[config.mk]
export PLATFORM = sky130hd
export DESIGN_NAME = pcrt_reader
export DESIGN_NICKNAME = d
export VERILOG_FILES = /design/src/common/pcrt_pkg.sv /design/src/common/pcrt_fifo_if.sv /design/src/pcrt_fifo.sv /design/src/pcrt_reader.sv
export SDC_FILE = /design/constraint.sdc
export NUM_CORES = 1
export LEC_CHECK = 0
export BUFFER_PORTS_ARGS = -buffer_cell sky130_fd_sc_hd__buf_2
export CORE_ASPECT_RATIO = 0.8
export CORE_MARGIN = 10
export CORE_UTILIZATION = 40
export CTS_CLUSTER_DIAMETER = 40
export CTS_CLUSTER_SIZE = 14
export DETAILED_ROUTE_END_ITERATION = 10
export GPL_TIMING_DRIVEN = 0
export PLACE_DENSITY = 0.57
export SLEW_MARGIN = 10
export SYNTH_ARGS = -nofsm -noshare
export SYNTH_HDL_FRONTEND = slang
export SYNTH_SLANG_ARGS = --single-unit
[constraint.sdc]
create_clock -name i_sys_clk -period 9.05 [get_ports i_sys_clk]
set_clock_uncertainty 0.1 [all_clocks]
set_input_delay 1.3575 -clock i_sys_clk [delete_from_list [all_inputs] [get_ports i_sys_clk]]
set_output_delay 1.3575 -clock i_sys_clk [all_outputs]
set_load 0.02 [all_outputs]
[src/common/pcrt_pkg.sv]
// Purpose: Shared constants for the punched card read transfer block
// Assumes: 200 MHz system clock, one microsecond tick derived from it
// Notes:   Times are kept in their printed units; tick counts derive from them

package pcrt_pkg;

    // ------------------------------------------------------------------
    // Clock and divider
    // ------------------------------------------------------------------
    localparam int CLK_PERIOD_NS = 5;
    localparam int NS_PER_US = 1000;
    localparam int US_CYCLES = NS_PER_US / CLK_PERIOD_NS;
    localparam int US_DIV_W = 8;

    // ------------------------------------------------------------------
    // Reader timing, in printed units
    // ------------------------------------------------------------------
    localparam int CARDS_PER_MIN = 250;
    localparam int MS_PER_MIN = 60000;
    localparam int US_PER_MS = 1000;
    localparam int CARD_CYCLE_MS = MS_PER_MIN / CARDS_PER_MIN;
    localparam int CMD_WAIT_MS = 55;
    localparam int WORD_LR_US = 300;
    localparam int ROW_FIRST_US = 4800;
    localparam int ROW_STEP_US = 7200;
    localparam int EOR_POINT_US = 89600;

    // Microsecond tick counts
    localparam int POS_W = 18;
    localparam logic [17:0] CYCLE_TICKS = 18'(CARD_CYCLE_MS * US_PER_MS);
    localparam logic [17:0] CMD_WAIT_TICKS = 18'(CMD_WAIT_MS * US_PER_MS);
    localparam logic [17:0] LR_TICKS = 18'(WORD_LR_US);
    localparam logic [17:0] ROW_FIRST_TICKS = 18'(ROW_FIRST_US);
    localparam logic [17:0] ROW_STEP_TICKS = 18'(ROW_STEP_US);
    localparam logic [17:0] EOR_TICKS = 18'(EOR_POINT_US);

    // ------------------------------------------------------------------
    // Card image and command layout
    // ------------------------------------------------------------------
    localparam int WORD_W = 36;
    localparam logic [4:0] CARD_WORDS = 5'h18;
    localparam int COUNT_W = 15;
    localparam int ADDR_W = 15;
    localparam int ENTRY_W = ADDR_W + WORD_W;
    localparam int FIFO_DEPTH = 8;

    typedef enum logic [1:0] {
        PCRT_COUNT_DISCONNECT = 2'h0,
        PCRT_COUNT_PROCEED = 2'h1,
        PCRT_COUNT_TRANSFER = 2'h2,
        PCRT_RECORD_PROCEED = 2'h3
    } pcrt_cmd_t;

    typedef enum logic [2:0] {
        PCRT_IDLE = 3'b001,
        PCRT_RUN = 3'b010,
        PCRT_SUSPEND = 3'b100
    } pcrt_state_t;

endpackage

[src/common/pcrt_fifo_if.sv]
// Purpose: Fill and drain sides of the word buffer
// Assumes: Single clock domain
// Notes:   Entry holds storage address above data word
`timescale 1ns/100ps

interface pcrt_fifo_if #(
    parameter int W = 51
);
    logic in_valid;
    logic in_ready;
    logic [W-1:0] in_data;
    logic out_valid;
    logic out_ready;
    logic [W-1:0] out_data;

    modport fill (output in_valid, output in_data, input in_ready);
    modport drain (input out_valid, input out_data, output out_ready);
    modport store (input in_valid, input in_data, output in_ready,
                   output out_valid, output out_data, input out_ready);
endinterface

[src/pcrt_fifo.sv]
// Purpose: Word buffer between card reader and storage
// Assumes: Synchronous active high reset
// Notes:   Valid and ready on both sides; full stalls the filler
`timescale 1ns/100ps

module pcrt_fifo #(
    parameter int W = 51,
    parameter int D = 8
) (
    input wire logic i_clk,
    input wire logic i_rst,
    pcrt_fifo_if.store q
);
    localparam int PW = $clog2(D);
    localparam int CW = PW + 1;
    localparam logic [CW-1:0] DEPTH_C = CW'(D);
    localparam logic [PW-1:0] LAST_C = PW'(D - 1);

    logic [W-1:0] mem [D];
    logic [PW-1:0] wr_ptr_q;
    logic [PW-1:0] rd_ptr_q;
    logic [CW-1:0] count_q;
    logic [CW-1:0] count_d;
    logic nempty_q;
    logic nfull_q;
    logic push;
    logic pop;

    function automatic logic [PW-1:0] ptr_next(input logic [PW-1:0] p);
        ptr_next = (p == LAST_C) ? '0 : PW'(p + 1'b1);
    endfunction

    assign push = q.in_valid && nfull_q;
    assign pop = nempty_q && q.out_ready;
    assign q.in_ready = nfull_q;
    assign q.out_valid = nempty_q;
    assign q.out_data = mem[rd_ptr_q];

    always_comb
    begin
        count_d = count_q;
        if (push && !pop)
        begin
            count_d = CW'(count_q + 1'b1);
        end
        else if (pop && !push)
        begin
            count_d = CW'(count_q - 1'b1);
        end
    end

    always_ff @(posedge i_clk)
    begin
        if (push)
        begin
            mem[wr_ptr_q] <= q.in_data;
        end
    end

    always_ff @(posedge i_clk)
    begin
        if (i_rst)
        begin
            wr_ptr_q <= '0;
            rd_ptr_q <= '0;
            count_q <= '0;
            nempty_q <= 1'b0;
            nfull_q <= 1'b1;
        end
        else
        begin
            if (push)
            begin
                wr_ptr_q <= ptr_next(wr_ptr_q);
            end
            if (pop)
            begin
                rd_ptr_q <= ptr_next(rd_ptr_q);
            end
            count_q <= count_d;
            nempty_q <= (count_d != '0);
            nfull_q <= (count_d != DEPTH_C);
        end
    end
endmodule // pcrt_fifo

[src/pcrt_reader.sv]
// Purpose: Card reader and its data channel moving card images to storage
// Assumes: Commands and read select come from logic on i_sys_clk
// Notes:   Brush, hopper and start key pins are synchronised first
//
// Function
// - A card is 24 words, row 9 left first through row 12 right.
// - Count-disconnect of 24 stores the whole card consecutively, then disconnects.
// - Count-disconnect below 24 stores that many, disconnects, skips the rest.
// - Count above 24 keeps reading following cards until it reaches zero.
// - Non-disconnecting count commands allow words in non-consecutive locations.
// - Record-proceed of 100 stores the card, signals end-of-record, proceeds.
// - Record-proceed of 1 stores one word, skips 23, proceeds at end-of-record.
// - Empty hopper suspends reader and channel; further selects held off.
// - Select after the last card sets end-of-file and disconnects both.
// - Continuous reading runs at 250 cards per minute.
// - Each row arrives as a 36-bit left and a 36-bit right word.
// - Count-disconnect at zero disconnects at the next transmission point.
`timescale 1ns/100ps

module pcrt_reader #(
    parameter logic [17:0] P_CYCLE_TICKS = pcrt_pkg::CYCLE_TICKS,
    parameter logic [17:0] P_CMD_WAIT_TICKS = pcrt_pkg::CMD_WAIT_TICKS,
    parameter logic [17:0] P_ROW_FIRST_TICKS = pcrt_pkg::ROW_FIRST_TICKS,
    parameter logic [17:0] P_ROW_STEP_TICKS = pcrt_pkg::ROW_STEP_TICKS,
    parameter logic [17:0] P_LR_TICKS = pcrt_pkg::LR_TICKS,
    parameter logic [17:0] P_EOR_TICKS = pcrt_pkg::EOR_TICKS
) (
    input wire logic i_sys_clk,
    input wire logic i_rst,
    input wire logic i_read_select_instr,
    input wire logic i_cmd_load,
    input wire logic [1:0] i_cmd_kind,
    input wire logic [14:0] i_cmd_count,
    input wire logic [14:0] i_cmd_addr,
    input wire logic [35:0] i_brush_left,
    input wire logic [35:0] i_brush_right,
    input wire logic i_hopper_empty,
    input wire logic i_start_key,
    input wire logic i_mem_ready,
    output logic o_mem_valid,
    output logic [14:0] o_mem_addr,
    output logic [35:0] o_mem_data,
    output logic o_busy,
    output logic o_cmd_req,
    output logic o_eor,
    output logic o_eof,
    output logic o_sel_hold,
    output logic o_cmd_late,
    output logic [3:0] o_row_step
);
    // ------------------------------------------------------------------
    // Declarations
    // ------------------------------------------------------------------
    pcrt_pkg::pcrt_state_t state_q;
    pcrt_pkg::pcrt_cmd_t kind_q;
    logic [71:0] brush_m_q;
    logic [71:0] brush_s_q;
    logic hop_m_q;
    logic hop_s_q;
    logic key_m_q;
    logic key_s_q;
    logic key_d1_q;
    logic start_edge;
    logic [pcrt_pkg::US_DIV_W-1:0] div_q;
    logic us_tick_q;
    logic [17:0] pos_q;
    logic [4:0] widx_q;
    logic have_cmd_q;
    logic got_first_q;
    logic [14:0] cnt_q;
    logic [14:0] addr_q;
    logic last_pend_q;
    logic last_card_q;
    logic at_word;
    logic at_eor;
    logic at_end;
    logic store;
    logic stall;
    logic w_ev;
    logic e_ev;
    logic end_ev;
    logic cd_stop;
    logic sel_ok;
    logic [35:0] word_now;

    localparam logic [pcrt_pkg::US_DIV_W-1:0] DIV_LAST =
        pcrt_pkg::US_DIV_W'(pcrt_pkg::US_CYCLES - 1);

    pcrt_fifo_if #(.W(pcrt_pkg::ENTRY_W)) u_fifo_if ();

    // Transmission point of word idx within the card cycle, idx 24 is end-of-record
    function automatic logic [17:0] point_ticks(input logic [4:0] idx);
        if (idx == pcrt_pkg::CARD_WORDS)
        begin
            point_ticks = P_EOR_TICKS;
        end
        else
        begin
            point_ticks = 18'(P_ROW_FIRST_TICKS + 18'(idx[4:1]) * P_ROW_STEP_TICKS
                + (idx[0] ? P_LR_TICKS : 18'h0000));
        end
    endfunction

    function automatic logic proceeds(input pcrt_pkg::pcrt_cmd_t k);
        proceeds = (k == pcrt_pkg::PCRT_COUNT_PROCEED) || (k == pcrt_pkg::PCRT_COUNT_TRANSFER);
    endfunction

    // ------------------------------------------------------------------
    // Pin synchronisers
    // ------------------------------------------------------------------
    always_ff @(posedge i_sys_clk)
    begin
        brush_m_q <= {i_brush_left, i_brush_right};
        brush_s_q <= brush_m_q;
        hop_m_q <= i_hopper_empty;
        hop_s_q <= hop_m_q;
        key_m_q <= i_start_key;
        key_s_q <= key_m_q;
        key_d1_q <= key_s_q;
    end

    assign start_edge = key_s_q && !key_d1_q;

    // ------------------------------------------------------------------
    // Microsecond tick
    // ------------------------------------------------------------------
    always_ff @(posedge i_sys_clk)
    begin
        if (i_rst)
        begin
            div_q <= '0;
            us_tick_q <= 1'b0;
        end
        else
        begin
            div_q <= (div_q == DIV_LAST) ? '0 : pcrt_pkg::US_DIV_W'(div_q + 1'b1);
            us_tick_q <= (div_q == DIV_LAST);
        end
    end

    // ------------------------------------------------------------------
    // Card cycle events
    // ------------------------------------------------------------------
    assign at_word = (state_q == pcrt_pkg::PCRT_RUN) && (widx_q < pcrt_pkg::CARD_WORDS)
        && (pos_q == point_ticks(widx_q));
    assign at_eor = (state_q == pcrt_pkg::PCRT_RUN) && (widx_q == pcrt_pkg::CARD_WORDS)
        && (pos_q == point_ticks(widx_q));
    assign at_end = (state_q == pcrt_pkg::PCRT_RUN) && (pos_q == 18'(P_CYCLE_TICKS - 1'b1));
    assign store = have_cmd_q && (cnt_q != '0);
    assign cd_stop = have_cmd_q && (cnt_q == '0) && (kind_q == pcrt_pkg::PCRT_COUNT_DISCONNECT);
    assign stall = at_word && store && !u_fifo_if.in_ready;
    assign w_ev = us_tick_q && at_word && !stall;
    assign e_ev = us_tick_q && at_eor;
    assign end_ev = us_tick_q && at_end && !stall;
    assign sel_ok = i_read_select_instr && (state_q == pcrt_pkg::PCRT_IDLE);
    assign word_now = widx_q[0] ? brush_s_q[35:0] : brush_s_q[71:36];

    assign u_fifo_if.in_valid = us_tick_q && at_word && store;
    assign u_fifo_if.in_data = {addr_q, word_now};
    assign u_fifo_if.out_ready = i_mem_ready;
    assign o_mem_valid = u_fifo_if.out_valid;
    assign o_mem_addr = u_fifo_if.out_data[pcrt_pkg::ENTRY_W-1:pcrt_pkg::WORD_W];
    assign o_mem_data = u_fifo_if.out_data[pcrt_pkg::WORD_W-1:0];

    pcrt_fifo #(
        .W(pcrt_pkg::ENTRY_W),
        .D(pcrt_pkg::FIFO_DEPTH)
    ) u_fifo (
        .i_clk(i_sys_clk),
        .i_rst(i_rst),
        .q(u_fifo_if.store)
    );

    // ------------------------------------------------------------------
    // Reader sequencing
    // ------------------------------------------------------------------
    always_ff @(posedge i_sys_clk)
    begin
        if (i_rst)
        begin
            state_q <= pcrt_pkg::PCRT_IDLE;
            pos_q <= '0;
            widx_q <= '0;
        end
        else
        begin
            unique case (state_q)
                pcrt_pkg::PCRT_IDLE:
                begin
                    if (sel_ok && !last_card_q)
                    begin
                        state_q <= pcrt_pkg::PCRT_RUN;
                        pos_q <= '0;
                        widx_q <= '0;
                    end
                end
                pcrt_pkg::PCRT_RUN:
                begin
                    if (w_ev && cd_stop)
                    begin
                        state_q <= pcrt_pkg::PCRT_IDLE;
                    end
                    else if (us_tick_q && !stall)
                    begin
                        pos_q <= at_end ? '0 : 18'(pos_q + 1'b1);
                        if (w_ev || e_ev)
                        begin
                            widx_q <= 5'(widx_q + 1'b1);
                        end
                        if (end_ev)
                        begin
                            widx_q <= '0;
                            if (hop_s_q)
                            begin
                                state_q <= last_pend_q ? pcrt_pkg::PCRT_IDLE
                                    : pcrt_pkg::PCRT_SUSPEND;
                            end
                        end
                    end
                end
                pcrt_pkg::PCRT_SUSPEND:
                begin
                    if (start_edge)
                    begin
                        state_q <= pcrt_pkg::PCRT_RUN;
                    end
                end
                default:
                begin
                    state_q <= pcrt_pkg::PCRT_IDLE;
                end
            endcase
        end
    end

    // ------------------------------------------------------------------
    // Active command
    // ------------------------------------------------------------------
    always_ff @(posedge i_sys_clk)
    begin
        if (i_rst)
        begin
            have_cmd_q <= 1'b0;
            got_first_q <= 1'b0;
            kind_q <= pcrt_pkg::PCRT_COUNT_DISCONNECT;
            cnt_q <= '0;
            addr_q <= '0;
        end
        else if (state_q == pcrt_pkg::PCRT_IDLE)
        begin
            have_cmd_q <= 1'b0;
            if (sel_ok)
            begin
                got_first_q <= 1'b0;
            end
        end
        else if (i_cmd_load)
        begin
            have_cmd_q <= 1'b1;
            got_first_q <= 1'b1;
            kind_q <= pcrt_pkg::pcrt_cmd_t'(i_cmd_kind);
            cnt_q <= i_cmd_count;
            addr_q <= i_cmd_addr;
        end
        else if (w_ev && store)
        begin
            cnt_q <= 15'(cnt_q - 1'b1);
            addr_q <= 15'(addr_q + 1'b1);
            if ((cnt_q == 15'h0001) && proceeds(kind_q))
            begin
                have_cmd_q <= 1'b0;
            end
        end
        else if (w_ev && have_cmd_q && (cnt_q == '0) && proceeds(kind_q))
        begin
            have_cmd_q <= 1'b0;
        end
        else if (e_ev && have_cmd_q && (kind_q == pcrt_pkg::PCRT_RECORD_PROCEED))
        begin
            have_cmd_q <= 1'b0;
        end
    end

    // ------------------------------------------------------------------
    // Hopper and end-of-file tracking
    // ------------------------------------------------------------------
    always_ff @(posedge i_sys_clk)
    begin
        if (i_rst)
        begin
            last_pend_q <= 1'b0;
            last_card_q <= 1'b0;
        end
        else
        begin
            if (!hop_s_q)
            begin
                last_pend_q <= 1'b0;
            end
            else if ((state_q == pcrt_pkg::PCRT_SUSPEND) && start_edge)
            begin
                last_pend_q <= 1'b1; // Run out the remaining cards
            end
            if (end_ev && hop_s_q && last_pend_q)
            begin
                last_card_q <= 1'b1;
            end
            else if ((state_q == pcrt_pkg::PCRT_IDLE) && !hop_s_q)
            begin
                last_card_q <= 1'b0;
            end
        end
    end

    // ------------------------------------------------------------------
    // Registered outputs
    // ------------------------------------------------------------------
    always_ff @(posedge i_sys_clk)
    begin
        if (i_rst)
        begin
            o_busy <= 1'b0;
            o_cmd_req <= 1'b0;
            o_eor <= 1'b0;
            o_eof <= 1'b0;
            o_sel_hold <= 1'b0;
            o_cmd_late <= 1'b0;
            o_row_step <= '0;
        end
        else
        begin
            o_busy <= (state_q != pcrt_pkg::PCRT_IDLE);
            o_sel_hold <= (state_q == pcrt_pkg::PCRT_SUSPEND);
            o_cmd_req <= (state_q == pcrt_pkg::PCRT_RUN) && !have_cmd_q;
            o_eor <= e_ev && have_cmd_q && (kind_q == pcrt_pkg::PCRT_RECORD_PROCEED);
            o_row_step <= widx_q[4:1];
            if (sel_ok)
            begin
                o_eof <= last_card_q;
                o_cmd_late <= 1'b0;
            end
            else if ((state_q == pcrt_pkg::PCRT_RUN) && !got_first_q
                && (pos_q >= P_CMD_WAIT_TICKS))
            begin
                o_cmd_late <= 1'b1;
            end
        end
    end
endmodule // pcrt_reader

==> impl_metrics.env, run 1 <==
export IMPL_cp_cell_sequence="inv_1 > ha_1 > ha_1 > ha_1 > inv_1 > fa_1 > xor2_1 > or2_4 > nor4_2 > xor2_1 > xor2_1 > o32a_1 > buf_6 > nand4b_2 > buf_2 > inv_1 > nand2_1 > nor3_2 > buf_4 > buf_6 > buf_6 > buf_4"
export IMPL_ir_drop_mv=0.129
export IMPL_grt_overflow=0
export IMPL_start_util_pct=40.6
export IMPL_cts_buffers=85
export IMPL_critPathTopFamily="simple AND/OR/NAND/NOR gates"
export IMPL_drive_gt1_share_pct=31.7
export IMPL_syn_num_nets=1703
export IMPL_synth_edf_count=408
export IMPL_period_needed_ps=6740
export IMPL_worst_setup_path_type="flop to flop"
export IMPL_die_area_um2=72600
export IMPL_ff2ff_path_depth=22
export IMPL_insertion_delay_ps=620
export IMPL_antenna_found_initial=1
export IMPL_postLayoutCoreUtil_pct=49.3
export IMPL_ys_async_sr_fraction_pct=0
export IMPL_setup_viol_count_final=0
export IMPL_drc_errors=0
export IMPL_worstSetupStartpointType="flop"
export IMPL_antenna_left=0
export IMPL_ys_flop_type="edfxtp_1"
export IMPL_clock_path_buffers=3
export IMPL_cp_end_kind="flop"
export IMPL_grt_usage_pct=16.1
export IMPL_hold_start="brush_m_q[12]"
export IMPL_grt_pass1_wl_um=90800
export IMPL_vias_per_cell=5.27
export IMPL_root_buffer="clkbuf_16"
export IMPL_routed_wl_um=59000
export IMPL_fp_dieW_um=299
export IMPL_status="completed"
export IMPL_hp_class="flop to flop"
export IMPL_first_iter_violations=1124
export IMPL_numPortBuffers=171
export IMPL_clkTransAtPathRegs_ps=60
export IMPL_syn_to_final_growth_pct=21.6
export IMPL_power_uw=7200
export IMPL_syn_inst=1555
export IMPL_grt_max_degree=20
export IMPL_cp_slowest_cell="dfxtp_1"
export IMPL_seq_area_frac_synth_pct=69.0
export IMPL_relSlewSlack_pct=26.7
export IMPL_placed_cell_area_um2=27300
export IMPL_place_hpwl_um=40100
export IMPL_cap_violations=0
export IMPL_post_route_period_util_pct=74.5
export IMPL_yosysTopAreaCellShare_pct=49.2
export IMPL_cts_setup_buffers=0
export IMPL_synth_distinct_cells=87
export IMPL_first_pass_iters=5
export IMPL_avgSynthCellArea_um2=16.0
export IMPL_r2r_end="u_fifo.mem[1][33]"
export IMPL_yosys_top_cells_area="edfxtp_1, dfxtp_1, mux4_2, mux2_2, ha_1"
export IMPL_cts_resized=0
export IMPL_yosysWarnings=0
export IMPL_max_stage_delay_ps=680
export IMPL_crit_buf_inv=9
export IMPL_synthesis_area_um2=24900
export IMPL_grt_pass1_vias=15000
export IMPL_hold_depth=0
export IMPL_rsz0062_at_grt="false"
export IMPL_clock_sinks=653
export IMPL_nets=2010
export IMPL_drv_slew=0
export IMPL_r2r_start="widx_q[3]"
export IMPL_h_tree_depth=3
export IMPL_worstHoldEndpoint="brush_s_q[12]"
export IMPL_die_h_um=243
export IMPL_core_area_um2=61300
export IMPL_max_clock_freq_ghz=0.148
export IMPL_row_count=81
export IMPL_hold_viol=0
export IMPL_rrSetupSlack_ps=2310
export IMPL_leakage_uw=0.0105
export IMPL_routabilityCongestion=0.841
export IMPL_synth_top_area_cell="edfxtp_1"
export IMPL_hold_buffers=0
export IMPL_yosys_register_bits=653
export IMPL_vias=14600
export IMPL_ioPinCount=173
export IMPL_cp_arrival_ps=6960
export IMPL_stdcell_area_um2=30300
export IMPL_wl_per_cell_um=21.4
export IMPL_worst_pin_slew_ps=1100
export IMPL_cp_required_ps=9270
export IMPL_cp_max_fo=13
export IMPL_powerDensity_nw_per_um2=238
export IMPL_tns_ps=0
export IMPL_cts_tree="built"
registers in the layout, summed over array words and instances, names as in the netlist, 4 cells and up, named ones only:
signal,flops
brush_m_q,72
u_fifo.count_q,4
o_row_step,4
pos_q,18
div_q,8
addr_q,15
brush_s_q,72
cnt_q,15
u_fifo.mem,408
widx_q,5
cells by family (layout without fill, tap and decap cells):
kind of cell	after synthesis	in the layout	share of synthesized area, %
flops	653	653	69.0
buf+inv	101	478	1.67
fa+ha+maj	37	37	1.95
simple gates	336	336	7.55
compound gates	206	206	5.42
other cells	0	1	0
xor+xnor	28	28	1.07
mux	194	194	13.4
cell type report:
| class | instances | area (µm²) |
|---|---|---|
| sequential | 653 | 17200 |
| clock inverter | 50 | 492 |
| buffer | 73 | 312 |
| fill | 5178 | 31100 |
| multi-input combinational | 801 | 7360 |
| antenna | 1 | 2.50 |
| clock buffer | 107 | 2410 |
| timing repair buffer | 220 | 1380 |
| tap | 830 | 1040 |
| inverter | 28 | 105 |
worst max-delay path by stage:
stage / start / end / slack, ps / depth (start not counted)
finish: widx_q[3] / u_fifo.mem[1][33] / 2310 / 22
global route: widx_q[3] / u_fifo.mem[1][31] / 1820 / 22
CTS: widx_q[3] / u_fifo.mem[1][31] / 2210 / 22
detailed placement: widx_q[3] / u_fifo.mem[1][4] / 2260 / 22
global placement: widx_q[0] / u_fifo.mem[5][19] / -4760 / 14
floorplan: widx_q[3] / u_fifo.mem[5][0] / 680 / 18
cell usage after synthesis, types with 12 or more instances:
| master | count |
|---|---|
| nand2_1 | 66 |
| ha_1 | 34 |
| a31oi_1 | 18 |
| a22oi_1 | 12 |
| nor2_1 | 79 |
| dfxtp_1 | 245 |
| nand4_1 | 13 |
| nor3_1 | 19 |
| edfxtp_1 | 408 |
| buf_1 | 17 |
| inv_1 | 26 |
| mux4_2 | 102 |
| mux2_2 | 87 |
| o21ai_0 | 41 |
| nor4_1 | 13 |
| nand3_1 | 31 |
| clkbuf_1 | 44 |
| nor3b_1 | 13 |
| a21oi_1 | 64 |
| xnor2_1 | 15 |
| and3_1 | 19 |
layer usage:
metal  routed length, µm  global-route usage (%)  vias up
met5                  13                       0        -
li1                    -                       -     6679
met1               27100                    22.2     7410
met3                3170                    3.75      100
met2               27600                    25.4      369
met4                1150                    4.17        2
worst reg2reg max path, cell delays in order (launching register included):
cell and delay, ps:
dfxtp_1 680, inv_1 230, ha_1 330, ha_1 280, ha_1 180, inv_1 60, fa_1 400, xor2_1 200
or2_4 260, nor4_2 250, xor2_1 300, xor2_1 110, o32a_1 370, buf_6 150, nand4b_2 440, buf_2 360
inv_1 90, nand2_1 160, nor3_2 670, buf_4 340, buf_6 180, buf_6 160, buf_4 160
per-stage QoR:
stage | hold WS, ps | instances | setup WS (ps)
detailed placement | 212 | 2605 | 2260
global placement | 211 | 2556 | -4760
finish | 220 | 2763 | 2310
global route | 226 | 2762 | 1820
CTS | 221 | 2762 | 2210
floorplan | 210 | 1555 | 680
cells in the final DEF, fill, tap and decap left out, types with 15 or more instances in the layout:
cell type and n:
edfxtp_1 408, dfxtp_1 245, buf_2 178, mux4_2 102, clkbuf_16 93, mux2_2 87
nor2_1 77, nand2_1 66, a21oi_1 64, clkbuf_1 52, o21ai_0 41, ha_1 34
nand3_1 31, inv_1 26, buf_4 26, buf_6 22, and3_1 19, a31oi_1 18
buf_1 17, nor3_1 17, xnor2_1 15
power breakdown:
group / switching [µW] / internal (µW)
clock: 1330 / 2040
combinational: 283 / 166
sequential: 106 / 3280
No activity file was read; power rests on OpenSTA's default activity.
==> run 2, diff against run 1 <==
--- a/config.mk
+++ b/config.mk
@@ -5,6 +5,7 @@
 export SDC_FILE = /design/constraint.sdc
 export NUM_CORES = 1
 export LEC_CHECK = 0
+export ABC_AREA = 1
 export BUFFER_PORTS_ARGS = -buffer_cell sky130_fd_sc_hd__buf_2
 export CORE_ASPECT_RATIO = 0.8
 export CORE_MARGIN = 10
==> constraint.sdc (replaced) <==
create_clock -name i_sys_clk -period 6.64 [get_ports i_sys_clk]
set_clock_uncertainty 0.1 [all_clocks]
set_input_delay 0.996 -clock i_sys_clk [delete_from_list [all_inputs] [get_ports i_sys_clk]]
set_output_delay 0.996 -clock i_sys_clk [all_outputs]
set_load 0.02 [all_outputs]
==> run 2 against run 1 <==
Net effect: via count grew 26%; sequential power is 46% higher; synthesized cell count increased by 52%.
==> impl_metrics.env, run 2 <==
export IMPL_core_area_um2=62500
export IMPL_clkTransAtPathRegs_ps=60
export IMPL_setup_ws_ps=674
export IMPL_cts_resized=0
export IMPL_placed_cells=3421
export IMPL_grt_pass1_vias=18000
export IMPL_clock_path_buffers=3
export IMPL_die_h_um=245
export IMPL_largest_reg_flops=408
export IMPL_row_count=82
export IMPL_period_needed_ps=5970
export IMPL_routed_wl_um=68900
export IMPL_ioPinCount=173
export IMPL_stdcell_area_um2=30600
export IMPL_cp_end_kind="flop"
export IMPL_drive_gt1_share_pct=14.6
export IMPL_avgSynthCellArea_um2=10.6
export IMPL_num_fill_cells=5657
export IMPL_reg_top3="u_fifo.mem: 408 flops, brush_m_q: 72 flops, brush_s_q: 72 flops"
export IMPL_leakage_uw=0.0117
export IMPL_syn_to_final_growth_pct=21.2
export IMPL_hold_buffers=0
export IMPL_max_clock_freq_ghz=0.168
export IMPL_ys_async_sr_fraction_pct=0
export IMPL_rsz0062_at_grt="false"
export IMPL_post_route_period_util_pct=89.8
export IMPL_synth_most_common_cell="nor2_1"
export IMPL_clock_sinks=653
export IMPL_ir_drop_mv=0.207
export IMPL_vias_per_cell=5.14
export IMPL_cp_required_ps=6870
export IMPL_setup_viol_count_final=0
export IMPL_fp_dieW_um=301
export IMPL_ys_flop_type="edfxtp_1"
export IMPL_powerDensity_nw_per_um2=400
export IMPL_die_area_um2=73500
export IMPL_placed_cell_area_um2=27700
export IMPL_yosys_top_cells_area="edfxtp_1, dfxtp_1, nor2_1, o21ai_0, nand2_1"
export IMPL_wl_per_cell_um=19.2
export IMPL_syn_num_nets=2518
export IMPL_pre_cts_ws_ps=673
export IMPL_synth_top_area_cell="edfxtp_1"
export IMPL_cp_max_fo=10
export IMPL_synth_distinct_cells=50
export IMPL_worst_setup_path_type="flop to flop"
export IMPL_hold_viol=0
export IMPL_final_common_cell="nor2_1"
export IMPL_num_antenna_cells=0
export IMPL_status="completed"
export IMPL_cap_violations=0
export IMPL_root_buffer="clkbuf_16"
export IMPL_synthesis_area_um2=25200
export IMPL_vias=18400
export IMPL_syn_inst=2370
export IMPL_cp_arrival_ps=6190
export IMPL_final_cells=3579
export IMPL_place_hpwl_um=47900
export IMPL_insertion_delay_ps=620
export IMPL_antenna_left=0
export IMPL_cts_setup_buffers=0
export IMPL_drv_slew=0
export IMPL_grt_overflow=0
export IMPL_routabilityCongestion=0.903
export IMPL_yosysTopAreaCellShare_pct=48.6
export IMPL_multiInputGateArea_um2=7200
export IMPL_regArea_um2=17200
export IMPL_grt_usage_pct=18.3
export IMPL_seq_area_frac_synth_pct=68.0
export IMPL_top_register="u_fifo.mem"
export IMPL_yosys_register_bits=653
export IMPL_grt_max_degree=16
export IMPL_first_iter_violations=1564
export IMPL_rrSetupSlack_ps=670
export IMPL_nets=2816
export IMPL_drc_errors=0
export IMPL_hp_class="flop to flop"
export IMPL_final_cell_mix="nor2_1, edfxtp_1, nand2_1, o21ai_0, dfxtp_1"
export IMPL_first_pass_iters=5
export IMPL_numPortBuffers=171
export IMPL_cts_buffers=85
export IMPL_cts_tree="built"
export IMPL_start_util_pct=40.4
export IMPL_h_tree_depth=3
export IMPL_relSlewSlack_pct=30.4
export IMPL_synth_edf_count=408
export IMPL_worst_pin_slew_ps=1040
export IMPL_netlist_top_cells_count="nor2_1, edfxtp_1, nand2_1, o21ai_0, dfxtp_1"
export IMPL_yosysWarnings=0
export IMPL_grt_pass1_wl_um=105000
export IMPL_antenna_found_initial=0
export IMPL_worstSetupStartpointType="flop"
[run 2: cell count changes in the layout (fill, tap and decap cells not counted), sizes merged, moves of 13 or more]
cell,before,now
buf,248,231
a21oi,66,53
clkbuf,152,197
a31oi,19,65
inv,51,145
nand2,66,328
nor2,80,481
o22ai,2,52
mux4,102,0
o21ai,42,268
and3,19,3
nand3,32,69
mux2,87,0
[run 2: metal layers]
metal	track usage (%)	part of all wire, %	up-vias
li1	-	-	8827
met1	25.1	45	8855
met2	28.5	46	597
met3	4.26	7.1	117
met4	5.15	2.1	0
met5	0	0	-
[run 2: cells by family (layout without fill, tap and decap cells)]
| logic type | count (synthesis) | after routing | share of synthesized area (%) |
|---|---|---|---|
| compound gates | 459 | 459 | 9.94 |
| xor+xnor | 23 | 23 | 0.829 |
| fa+ha+maj | 37 | 37 | 1.93 |
| buf+inv | 237 | 606 | 3.67 |
| flops | 653 | 653 | 68.0 |
| mux | 1 | 1 | 0.0397 |
| simple gates | 960 | 960 | 15.6 |
[run 2: final cells by class]
type | instances | share of cell area (%)
clock buffer | 102 | 7.58
buffer | 115 | 1.52
clock inverter | 56 | 1.90
timing repair buffer | 211 | 4.38
inverter | 122 | 1.50
tap | 840 | 3.44
multi-input combinational | 1480 | 23.5
sequential | 653 | 56.1
[run 2: power by group]
group	total [µW]	switching, µW	internal (µW)	leakage (µW)
combinational	2710	1930	781	0.00449
sequential	4950	245	4710	0.00574
clock	4580	1860	2720	0.00143
total	12200	4030	8210	0.0117
[run 2: final timing paths]
| path | startpoint | end | cells after the start |
|---|---|---|---|
| setup reg to reg | widx_q[3] | u_fifo.mem[2][21] | 23 |
| hold / removal | brush_m_q[57] | brush_s_q[57] | 0 |
| hold reg to reg | brush_m_q[57] | brush_s_q[57] | 0 |
| setup / recovery | widx_q[3] | u_fifo.mem[2][21] | 23 |
[run 2: critical path, stage by stage (launching register included)]
cell,delay [ps]
dfxtp_1,630
inv_2,190
ha_1,320
ha_1,280
ha_1,170
inv_1,50
fa_1,410
xnor2_2,240
inv_2,50
nor2_1,120
nand2_1,90
nor2_2,110
nand2_1,70
nand2_1,70
nand2_1,50
nor3b_1,300
nand4_1,230
nor2_1,290
nand2_1,170
or2_2,370
nor3_2,680
buf_6,260
buf_4,220
buf_6,170
[run 2: metrics by stage]
step | total power (µW) | hold slack, ps | utilization (%) | setup TNS (ps)
floorplan | 6730 | 210 | - | -176000
global placement | 7670 | 210 | 43.4 | -1379880
detailed placement | 7730 | 212 | 44.3 | 0
CTS | 12300 | 211 | 48.9 | 0
global route | 12900 | 221 | 48.9 | 0
finish | 12200 | 220 | 48.9 | 0
